### src/include/iwd_pkg.sv
// Shared constants and types for the instruction word decoder.
// What this block does
// (RULE1) An ordinary instruction is one 16-bit program word.
// (RULE2) Single words split into an opcode and refining operand fields.
// (RULE3) Exactly four instructions span two words, a 32-bit encoding.
// (RULE4) Second words start with four ones; alone they execute as no-op.
// (RULE5) Single words take one cycle; two when a test is true or flow moves.
// (RULE6) Double-word instructions take two instruction cycles.
// (RULE7) One instruction cycle is four oscillator periods.
// (RULE8) A true test over a double-word instruction occupies three cycles.
// (RULE9) Destination bit clear writes the accumulator, set writes the file.
// (RULE10) Byte operations carry file address, destination bit, access bit.
// (RULE11) Bit operations carry file address, bit number and access bit.
// (RULE12) Literal operations carry a constant, a pointer selector or nothing.
// (RULE13) Control operations carry address, call mode, table mode or nothing.
// (RULE14) Recognise the 75-instruction core set plus 8 extended ones.
// (RULE15) Access bit 0 uses the fixed bank; 1 uses the bank selector.
// (RULE16) Fast bit 1 uses shadow registers; 0 leaves them untouched.
// (RULE17) Table operations apply none, post-inc, post-dec or pre-inc.
// (RULE18) Register moves carry full 12-bit source and destination addresses.
// (RULE19) Inserted no-op cycles change no architectural state.
// (RULE20) Fetch gives one word per cycle, flagged first or second.
`default_nettype none
package iwd_pkg;
  localparam int          IWD_PHASES      = 4;
  localparam int          IWD_CLK_NS      = 10;
  localparam int          IWD_CORE_OPS    = 75;
  localparam int          IWD_EXT_OPS     = 8;
  localparam logic [15:0] IWD_RST_WORD    = 16'hF000;
  localparam logic [7:0]  IWD_ACCESS_SPLIT = 8'h60;
  localparam logic [3:0]  IWD_ACC_LO_BANK = 4'h0;
  localparam logic [3:0]  IWD_ACC_HI_BANK = 4'hF;
  localparam logic [3:0]  OP_SECOND       = 4'hF;
  localparam logic [3:0]  OP_MOVE         = 4'hC;
  localparam logic [3:0]  OP_RELJUMP      = 4'hD;
  localparam logic [3:0]  OP_BIT_LO       = 4'h7;
  localparam logic [3:0]  OP_BIT_HI       = 4'hB;
  localparam logic [3:0]  OP_BYTE_HI      = 4'h6;
  localparam logic [7:0]  OP_CTRL0        = 8'h00;
  localparam logic [7:0]  OP_BANKLIT      = 8'h01;
  localparam logic [7:0]  OP_RETLIT       = 8'h0C;
  localparam logic [7:0]  OP_PTRLIT       = 8'hEE;
  localparam logic [7:0]  OP_EXTMOVE      = 8'hEB;
  localparam logic [5:0]  OP_LONG         = 6'h3B;
  localparam logic [6:0]  OP_LONGCALL     = 7'h76;
  localparam logic [5:0]  OP_EXT          = 6'h3A;
  localparam logic [4:0]  OP_LIT8         = 5'h01;
  localparam logic [4:0]  OP_CONDJUMP     = 5'h1C;
  localparam logic [12:0] OP_TABLE        = 13'h0001;
  localparam logic [13:0] OP_RETURN       = 14'h0004;
  localparam logic [15:0] OP_RESTART      = 16'h00FF;
  localparam logic [5:0]  OP_DECSKIP      = 6'h0B;
  localparam logic [5:0]  OP_INCSKIP      = 6'h0F;
  localparam logic [5:0]  OP_INCSKIPNZ    = 6'h12;
  localparam logic [5:0]  OP_DECSKIPNZ    = 6'h13;
  localparam logic [4:0]  OP_CMPSKIP      = 5'h0C;
  localparam logic [2:0]  OP_BITSKIP      = 3'h5;

  typedef enum logic [1:0] {
    ST_EXEC  = 2'h0,
    ST_WORD2 = 2'h1,
    ST_FLUSH = 2'h2
  } iwd_state_t;

  typedef enum logic [2:0] {
    CL_NONE = 3'h0,
    CL_BYTE = 3'h1,
    CL_BIT  = 3'h2,
    CL_LIT  = 3'h3,
    CL_CTRL = 3'h4,
    CL_MOVE = 3'h5
  } iwd_class_t;

  typedef enum logic [1:0] {
    TM_KEEP    = 2'h0,
    TM_POSTINC = 2'h1,
    TM_POSTDEC = 2'h2,
    TM_PREINC  = 2'h3
  } iwd_tblmode_t;
endpackage : iwd_pkg
`default_nettype wire

### src/verilog/iwd_phase_gen.sv
// Oscillator phase counter that frames each instruction cycle.
`default_nettype none
module iwd_phase_gen
  import iwd_pkg::*;
#(
  parameter int PHASES = IWD_PHASES
)
(
  input  wire logic                      clk_i,
  input  wire logic                      srst_i,
  output logic [$clog2(PHASES)-1:0]      phase_o,
  output logic                           last_o
);
  localparam int PW = $clog2(PHASES);

  // (RULE7) Four-period framing.
  assign last_o = (phase_o == PW'(PHASES - 1));

  always_ff @(posedge clk_i)
  begin
    if (srst_i || last_o)
    begin
      phase_o <= '0;
    end
    else
    begin
      phase_o <= phase_o + 1'b1;
    end
  end
endmodule : iwd_phase_gen
`default_nettype wire

### src/verilog/iwd_decoder.sv
// Instruction word decoder and instruction cycle sequencer.
`default_nettype none
module iwd_decoder
  import iwd_pkg::*;
#(
  parameter logic [7:0] ACCESS_SPLIT = IWD_ACCESS_SPLIT
)
(
  input  wire logic         clk_i,
  input  wire logic         srst_i,
  input  wire logic [15:0]  word_i,
  input  wire logic         word_valid_i,
  input  wire logic         second_word_i,
  input  wire logic         cond_true_i,
  input  wire logic         ext_en_i,
  input  wire logic [3:0]   ram_bank_selector_i,
  output logic [1:0]        phase_o,
  output logic              cycle_start_o,
  output logic              nop_o,
  output iwd_class_t        class_o,
  output logic [7:0]        opcode_o,
  output logic              two_word_o,
  output logic              word_idx_o,
  output logic [11:0]       file_addr_o,
  output logic              dest_file_o,
  output logic [2:0]        bit_sel_o,
  output logic [11:0]       literal_o,
  output logic [1:0]        ptr_sel_o,
  output logic              fast_o,
  output logic              tbl_rd_o,
  output logic              tbl_wr_o,
  output iwd_tblmode_t      tbl_mode_o,
  output logic [11:0]       move_src_o,
  output logic [11:0]       move_dst_o,
  output logic [19:0]       prog_addr_o,
  output logic [10:0]       rel_off_o,
  output logic              ext_op_o,
  output logic              write_acc_o,
  output logic              write_file_o,
  output logic              pc_change_o,
  output logic              skip_o
);
  iwd_state_t   st;
  iwd_state_t   next_st;
  logic         skip_fl;
  logic         next_skip;
  logic [15:0]  ir;
  logic [15:0]  next_ir;
  logic [15:0]  w2;
  logic [15:0]  next_w2;
  logic         nop;
  logic         next_nop;
  logic         idx;
  logic         next_idx;
  logic [11:0]  fa;
  logic [11:0]  next_fa;
  logic         last;
  logic         cap;
  logic         in_orph;
  logic         in_known;
  logic         in_dbl;
  logic         in_low;
  logic [11:0]  in_fa;

  // (RULE3) Two-word encodings.
  function automatic logic f_dbl(input logic [15:0] w, input logic ext);
    f_dbl = (w[15:12] == OP_MOVE) || (w[15:10] == OP_LONG) ||
            (ext && (w[15:8] == OP_EXTMOVE));
  endfunction : f_dbl

  iwd_phase_gen #(
    .PHASES (IWD_PHASES)
  ) u_phase (
    .clk_i   (clk_i),
    .srst_i  (srst_i),
    .phase_o (phase_o),
    .last_o  (last)
  );

  // (RULE20) One word taken per cycle.
  assign cycle_start_o = (phase_o == 2'h0);
  assign cap           = cycle_start_o && word_valid_i;

  // (RULE4) Lone second word.
  assign in_orph  = (word_i[15:12] == OP_SECOND) || second_word_i;
  // (RULE14) Extended set gated.
  assign in_known = ext_en_i || (word_i[15:10] != OP_EXT);
  assign in_dbl   = f_dbl(word_i, ext_en_i);

  // (RULE15) Access or selected bank.
  assign in_low = (word_i[7:0] < ACCESS_SPLIT);
  assign in_fa  = word_i[8] ? {ram_bank_selector_i, word_i[7:0]} :
                  in_low    ? {IWD_ACC_LO_BANK, word_i[7:0]} :
                              {IWD_ACC_HI_BANK, word_i[7:0]};

  logic is_ctrl0;
  logic is_banklit;
  logic is_lit8;
  logic is_ptrlit;
  logic is_extop;
  logic is_extlit;
  logic is_byte;
  logic is_bit;
  logic is_move;
  logic is_lit;
  logic is_tbl;
  logic is_ret;
  logic is_call;
  logic is_long;
  logic is_cbr;
  logic is_skip;
  logic uncond;
  logic pc_w;
  logic flush_go;

  // (RULE2) Opcode part selects the class.
  assign is_ctrl0   = (ir[15:8] == OP_CTRL0);
  assign is_banklit = (ir[15:8] == OP_BANKLIT);
  assign is_lit8    = (ir[15:11] == OP_LIT8);
  assign is_ptrlit  = (ir[15:8] == OP_PTRLIT);
  assign is_extop   = ext_en_i && (ir[15:10] == OP_EXT);
  assign is_extlit  = is_extop && (ir[15:8] != OP_EXTMOVE);
  // (RULE10) Byte operand layout.
  assign is_byte = (ir[15:12] <= OP_BYTE_HI) && !is_ctrl0 &&
                   !is_banklit && !is_lit8;
  // (RULE11) Bit operand layout.
  assign is_bit  = (ir[15:12] >= OP_BIT_LO) && (ir[15:12] <= OP_BIT_HI);
  // (RULE18) Full-range moves.
  assign is_move = (ir[15:12] == OP_MOVE) ||
                   (is_extop && (ir[15:8] == OP_EXTMOVE));
  // (RULE12) Literal forms.
  assign is_lit  = is_banklit || is_lit8 || is_ptrlit || is_extlit;

  assign class_o = nop      ? CL_NONE :
                   is_byte  ? CL_BYTE :
                   is_bit   ? CL_BIT  :
                   is_move  ? CL_MOVE :
                   is_lit   ? CL_LIT  :
                              CL_CTRL;

  // (RULE13) Control operand forms.
  assign is_tbl  = (ir[15:3] == OP_TABLE);
  assign is_ret  = (ir[15:2] == OP_RETURN);
  assign is_call = (ir[15:9] == OP_LONGCALL);
  assign is_long = (ir[15:10] == OP_LONG) && !is_ptrlit;
  assign is_cbr  = (ir[15:11] == OP_CONDJUMP);
  // (RULE5) Tests that skip.
  assign is_skip = (ir[15:10] == OP_DECSKIP) ||
                   (ir[15:10] == OP_INCSKIP) ||
                   (ir[15:10] == OP_INCSKIPNZ) ||
                   (ir[15:10] == OP_DECSKIPNZ) ||
                   (ir[15:11] == OP_CMPSKIP) ||
                   (ir[15:13] == OP_BITSKIP);
  assign uncond  = (ir[15:12] == OP_RELJUMP) || is_ret ||
                   (ir[15:8] == OP_RETLIT) || (ir == OP_RESTART);

  assign opcode_o    = ir[15:8];
  assign two_word_o  = f_dbl(ir, ext_en_i);
  assign word_idx_o  = idx;
  assign nop_o       = nop;
  assign file_addr_o = fa;
  assign bit_sel_o   = ir[11:9];
  assign move_src_o  = ir[11:0];
  assign move_dst_o  = w2[11:0];
  assign prog_addr_o = {w2[11:0], ir[7:0]};
  assign rel_off_o   = (ir[15:12] == OP_RELJUMP) ? ir[10:0] :
                       {{3{ir[7]}}, ir[7:0]};
  assign ext_op_o    = is_extop && !nop;
  assign literal_o   = is_ptrlit ? {ir[3:0], w2[7:0]} :
                       is_extlit ? {6'h00, ir[5:0]} :
                                   {4'h0, ir[7:0]};
  assign ptr_sel_o   = is_ptrlit ? ir[5:4] : ir[7:6];
  // (RULE16) Shadow use on fast bit.
  assign fast_o      = !nop && ((is_ret && ir[0]) || (is_call && ir[8]));
  // (RULE17) Table pointer modes.
  assign tbl_rd_o    = !nop && is_tbl && !ir[2];
  assign tbl_wr_o    = !nop && is_tbl && ir[2];
  assign tbl_mode_o  = iwd_tblmode_t'(ir[1:0]);

  // (RULE9) Destination routing.
  assign dest_file_o  = ir[9];
  assign write_acc_o  = last && !nop && is_byte && !ir[9];
  assign write_file_o = last && !nop && is_byte && ir[9];

  // (RULE5) Flow changes end the cycle.
  assign pc_w        = uncond || (is_cbr && cond_true_i);
  assign pc_change_o = last && !nop && (pc_w || (is_long && idx));
  assign skip_o      = last && !nop && is_skip && cond_true_i;
  // (RULE6) Long jumps need no extra cycle.
  assign flush_go    = (last && !nop && pc_w) || skip_o;

  always_comb
  begin
    next_st   = st;
    next_skip = skip_fl;
    next_ir   = ir;
    next_w2   = w2;
    next_nop  = nop;
    next_idx  = idx;
    next_fa   = fa;
    if (cap)
    begin
      case (st)
        ST_EXEC:
        begin
          next_idx = 1'b0;
          if (in_orph || !in_known)
          begin
            next_nop = 1'b1;
          end
          else
          begin
            next_nop = 1'b0;
            // (RULE1) Whole word latched.
            next_ir  = word_i;
            next_fa  = in_fa;
            if (in_dbl)
            begin
              next_st = ST_WORD2;
            end
          end
        end
        ST_WORD2:
        begin
          next_nop = 1'b0;
          next_idx = 1'b1;
          next_w2  = word_i;
          next_st  = ST_EXEC;
        end
        ST_FLUSH:
        begin
          // (RULE8) Skipped pair takes two slots.
          next_nop  = 1'b1;
          next_skip = 1'b0;
          if (!(skip_fl && in_dbl))
          begin
            next_st = ST_EXEC;
          end
        end
        default:
        begin
          next_st = ST_EXEC;
        end
      endcase
    end
    else if (cycle_start_o)
    begin
      next_nop = 1'b1;
    end
    // (RULE19) Flush cycles run as no-ops.
    if (flush_go)
    begin
      next_st   = ST_FLUSH;
      next_skip = skip_o;
    end
  end

  always_ff @(posedge clk_i)
  begin
    if (srst_i)
    begin
      st      <= ST_EXEC;
      skip_fl <= 1'b0;
      ir      <= IWD_RST_WORD;
      w2      <= IWD_RST_WORD;
      nop     <= 1'b1;
      idx     <= 1'b0;
      fa      <= '0;
    end
    else
    begin
      st      <= next_st;
      skip_fl <= next_skip;
      ir      <= next_ir;
      w2      <= next_w2;
      nop     <= next_nop;
      idx     <= next_idx;
      fa      <= next_fa;
    end
  end
endmodule : iwd_decoder
`default_nettype wire

### config.mk
export PLATFORM = sky130hd
export DESIGN_NAME = iwd_decoder
export DESIGN_NICKNAME = d
export VERILOG_FILES = /design/src/include/iwd_pkg.sv /design/src/verilog/iwd_phase_gen.sv /design/src/verilog/iwd_decoder.sv
export SDC_FILE = /design/constraint.sdc
export NUM_CORES = 1
export LEC_CHECK = 0
export BUFFER_PORTS_ARGS = -buffer_cell sky130_fd_sc_hd__buf_4
export CORE_AREA = 4 4 82 84
export DETAILED_ROUTE_END_ITERATION = 10
export DIE_AREA = 0 0 86 88
export PLACE_DENSITY_LB_ADDON = 0.05
export SLEW_MARGIN = 20
export SYNTH_ARGS = -nofsm -noshare
export SYNTH_HDL_FRONTEND = slang
export SYNTH_SLANG_ARGS = --single-unit
### constraint.sdc
create_clock -name clk_i -period 4.2 [get_ports clk_i]
set_input_delay 0.63 -clock clk_i [delete_from_list [all_inputs] [get_ports clk_i]]
set_output_delay 0.63 -clock clk_i [all_outputs]
set_load 0.02 [all_outputs]
; After elaboration in Yosys (flattened, before gate mapping)
; Cells that the tools add are included.
[word_totals]
out_inout_bits = 112
regBits = 47
elab_cells = 152
input_bits = 26
[classes]
n_mux = 25
reduce_logical = 76
n_bitwise = 1
n_addsub = 1
magnitude_cmp = 4
eq_ne = 36
[ops]
columns = op, count
row1 = $mux 12, 3
row2 = $logic_and 1x1->1, 29
row3 = $eq 8x8->1 const B, 3
row4 = $logic_or 1x1->1, 24
row5 = $eq 6x6->1 const B, 3
row6 = $eq 16x8->1 const B, 1
row7 = $eq 4x4->1 const B, 4
row8 = $mux 3, 5
row9 = $eq 14x3->1 const B, 1
row10 = $eq 13x1->1 const B, 1
row11 = $eq 6x4->1 const B, 2
row12 = $eq 6x5->1 const B, 2
row13 = $mux 2, 6
row14 = $mux 11, 1
row15 = $ne 3x3->1 const B, 3
row16 = $eq 8x1->1 const B, 1
row17 = $eq 8x4->1 const B, 1
row18 = $logic_not 1->1, 8
row19 = $logic_not 8->1, 1
row20 = $lt 8x7->1 const B, 1
row21 = $mux 8, 1
row22 = $ne 8x8->1 const B, 1
row23 = $reduce_and 2->1, 4
row24 = $reduce_and 4->1, 2
row25 = other kinds (23), 35

; Longest topological paths before layout
[depth]
word_depth = 11
mapped_depth = 9

; Hierarchy
; Synthesis repeated with hierarchy kept, for this count alone.
[hier_totals]
cells_unflattened = 327
hier_area_um2 = 2620.0
[modules_own_cells]
columns = module, seq_area_each_um2, area_each_um2, n_inst, cells_per_inst
row1 = iwd_decoder, 740.7, 2544.9, 1, 322
row2 = iwd_phase_gen, 40.0, 75.1, 1, 5

; Worst setup path after synthesis
; No wires, ideal clock.
[synth_path]
path_kind = register to output
from = register ir[9]
to = output port write_acc_o
required_time_ns = 3.570
path_stages_with_launch = 7
arrival_time_ns = 1.955
path_slack_ns = 1.615
path_cell_list = dfxtp_1 > buf_4 > nor3b_1 > o21ai_0 > o21ai_0 > nor3_1 > nor3b_1
[synth_via]
elab_chain_cells = 7
word_cells_on_any_way = 10
cone_classes = eq/ne: 1 / reduce/logical: 9
[synth_rtl]
columns = element, line
row1 = "start, declared", iwd_decoder.sv:47  ; logic [15:0] ir;
row2 = "start signal, assigned", iwd_decoder.sv:274  ; ir <= next_ir;
row3 = $logic_not 8->1, iwd_decoder.sv:117  ; assign is_ctrl0 = (ir[15:8] == OP_CTRL0);
row4 = $logic_not 1->1, iwd_decoder.sv:124  ; assign is_byte = (ir[15:12] <= OP_BYTE_HI) && !is_ctrl0 &&
row5 = $logic_and 1x1->1 (2 in a row), iwd_decoder.sv:124
row6 = $logic_and 1x1->1, iwd_decoder.sv:125  ; !is_banklit && !is_lit8;
row7 = $logic_and 1x1->1, iwd_decoder.sv:182  ; assign write_acc_o = last && !nop && is_byte && !ir[9];
row8 = $logic_and 1x1->1 *, iwd_decoder.sv:182
row9 = "end, declared", iwd_decoder.sv:38  ; output logic write_acc_o,
; Every way passes the cells marked *; elsewhere a longest branch is shown, timed or not.

; Worst setup path in the final report
[layout_path]
from = register ir[14]
to = output port literal_o[5]
[layout_via]
elab_chain_cells = 2
[layout_rtl]
columns = element, line
row1 = $eq 8x8->1, iwd_decoder.sv:120  ; assign is_ptrlit = (ir[15:8] == OP_PTRLIT);
row2 = $mux 12, iwd_decoder.sv:169  ; assign literal_o = is_ptrlit ? {ir[3:0], w2[7:0]} :
row3 = "end, declared", iwd_decoder.sv:27  ; output logic [11:0] literal_o,
; No other way between the ends.

==> impl_metrics.csv <==
group,metric,value,unit
synthesis,synthDistinctLibCells,53,
finish,drive_gt1_share,38.4,%
synthesis,synth_cells,340,
clocking,cts_num_sinks,39,
synthesis,synth_fa_ha_area_share,2.87,%
setup_path,required,3.57,ns
routing,wl_met3,784,µm
timing,grt_setup_unrepaired,"no",
routing,top_layer_used,"met4",
clocking,clk_path_buf_depth,2,
routing,vias_per_cell,5.23,
timing,fin_crit,3.08,ns
clocking,clk_latency,0.29,ns
synthesis,seq_area_frac_synth,29.9,%
synthesis,synth_mux_area_share,4.50,%
timing,relSlewSlack,39.1,%
placed_design,place_inst,486,
placed_design,io_buffer_count,137,
clocking,cts_hold_buf,0,
synthesis,synth-edff-count,0,
clocking,cts_setup_buffers,0,
clocking,numCtsBuffers,5,
timing,worst_clock_skew,0.00666,ns
setup_path,arrival,2.45,ns
timing,fmax,324,MHz
routing,wl_met1,3250,µm
grt,grt_overflow,0,
floorplan,fp.dieH,88,µm
floorplan,die_w,86,µm
setup_path,path_class,"register to primary output",
routing,drtPass1Iterations,4,
power,powerDensity,309,mW/mm²
grt,grt_pass1_wl,12100,µm
floorplan,core,0.00592,mm²
synthesis,ys.flop_type,"dfxtp_1",
synthesis,yosys_warnings,0,
clocking,clk_pin_slew,0.08,ns
finish,fin_util,57.8,%
clocking,cts_resized,0,
synthesis,synthXorXnorAreaFrac,0.335,%
routing,first_iter_violations,116,
setup_path,cp-start-kind,"register",
finish,fin_area,0.00342,mm²
placed_design,place_ws,1.42,ns
floorplan,start_util,44.1,%
finish,final_nets,450,
routing,drc,0,
setup_path,critPathCaptureType,"primary output",
setup_path,cp_max_fo,17,
routing,wl_met2,3580,µm
routing,wire_per_inst,15.6,µm
finish,syn_to_final_growth,30.9,%
finish,num-fill-cells,575,
timing,maxSlewViolCount,0,
power,p_leak,1.57,nW
finish,diodes,0,
flow_run,maxCapViolCount,0,
grt,first_global_vias,2401,
grt,grt_usage,19.8,%
floorplan,num_io_pins,138,
synthesis,mappedNetlistNets,372,
clocking,htreeDepth,2,
power,irDropWorstVdd,0.260,mV
timing,hold_viol,0,
timing,period_share,73.4,%
routing,vias,2584,
synthesis,synth_top_family_by_area,"simple AND/OR/NAND/NOR gates",
timing,setup_viol,0,
timing,worst_slew_pin_slew,0.913,ns
routing,ant_nets,0,
finish,final_cell_mix,"137 x buf_4, 55 x nand2_1, 39 x dfxtp_1, 33 x a21oi_1, 21 x o21ai_0",
status,status,"completed",
clocking,cts-root-buf,"clkbuf_8",
placed_design,gp_congestion,0.822,
placed_design,dpl_cell_area,0.00329,mm²
setup_path,ff2ff_setup_slack,1.62,ns
finish,final_common_cell,"buf_4",
clocking,tritoncts,"yes",
synthesis,synthSimpleGateAreaFrac,22.9,%
placed_design,dp_hpwl,5770,µm
synthesis,ys_ff_latch,39,
synthesis,synth_compound_area_share,20.5,%
grt,grt_start_max_net_pins,41,
floorplan,dieArea,0.00757,mm²
synthesis,avgSynthCellArea,7.68,µm²
timing,timing.final.ws_setup,1.12,ns
finish,layoutNonFillerInstCount,494,
min_path,hold_path.class,"register to register",
synthesis,netlist_area,0.00261,mm²
grt,antenna_found_initial,0,
synthesis,async_flop_share,0,%
routing,wl,7690,µm
floorplan,rows,28,
timing,tns,0,ns
## flip-flops by register name (all words and copies together) (netlist names)
name,flops
file_addr_o,4
word_idx_o,1
skip_fl,1
u_phase.phase_o,2
st,2
ir,16
nop_o,1
w2,12
## cells in the mapped netlist (2+ instances only)
cell,number,area share [%]
buf_2,5,0.96
nand4_1,4,0.96
a21oi_1,33,6.3
buf_4,49,14
nor2_1,18,2.6
nand2_1,55,7.9
ha_1,6,2.9
and3_1,4,0.96
nor4_1,2,0.48
nand2b_1,2,0.48
mux2_2,6,2.6
nor2_2,2,0.48
o211ai_1,3,0.86
o21ai_0,21,4.0
nand3_1,4,0.77
nand3b_1,5,1.4
a22o_1,2,0.67
clkbuf_1,10,1.4
a41o_1,3,1.1
nor2b_1,3,0.72
mux2i_1,5,1.9
a31oi_1,3,0.72
o21bai_1,2,0.57
and2_1,5,1.2
nor3b_1,4,1.1
dfxtp_1,39,30
inv_1,13,1.9
nor3_1,7,1.3
## worst max-delay path, cell delays in order, from the launching register on
cell and delay [ns]:
dfxtp_1 0.63, and4b_1 0.31, nand3_2 0.14, nor2_2 0.53, mux2_2 0.40, buf_4 0.16
## where the power goes
group / internal, mW / switching (mW) / total, mW
clock: 0.238 / 0.133 / 0.371
sequential: 0.387 / 0.0382 / 0.425
combinational: 0.114 / 0.146 / 0.261
total: 0.739 / 0.318 / 1.06
## cells by family after synthesis
family | count (synthesis)
simple gates | 122
compound gates | 82
buf+inv | 79
flops | 39
mux | 11
fa+ha+maj | 6
xor+xnor | 1
## metrics by stage
stage | total power, mW | hold slack (ns)
global placement | 0.693 | 0.464
CTS | 1.07 | 0.482
global route | 1.11 | 0.506
finish | 1.06 | 0.479
detailed placement | 0.696 | 0.470
floorplan | 0.607 | 0.463
## area by class of cell
class | count | area (µm²) | share of cell area, %
clock buffers | 6 | 72.6 | 2.12
inverters | 13 | 48.8 | 1.43
multi-input cells | 222 | 1340 | 39.1
clock inverters | 2 | 60.1 | 1.76
well taps | 75 | 93.8 | 2.74
repair buffers | 137 | 1030 | 30.1
flip-flops and latches | 39 | 781 | 22.8
## path summary, 6_finish.rpt
path	startpoint	endpoint	cells after the start
setup / recovery	ir[14]$_SDFFE_PP1P_	literal_o[5]	5
hold / removal	w2[8]$_SDFFE_PP0P_	w2[8]$_SDFFE_PP0P_	2
setup reg to reg	u_phase.phase_o[0]$_SDFF_PP0_	ir[13]$_SDFFE_PP1P_	7
hold reg to reg	w2[8]$_SDFFE_PP0P_	w2[8]$_SDFFE_PP0P_	2
## routing by layer
metal | GRT usage [%] | up-vias
li1 | - | 1279
met1 | 25.8 | 1192
met2 | 31.4 | 107
met3 | 6.49 | 6
met4 | 5.47 | 0
met5 | 0 | -
Note: power is estimated with default switching activity, not from simulation.
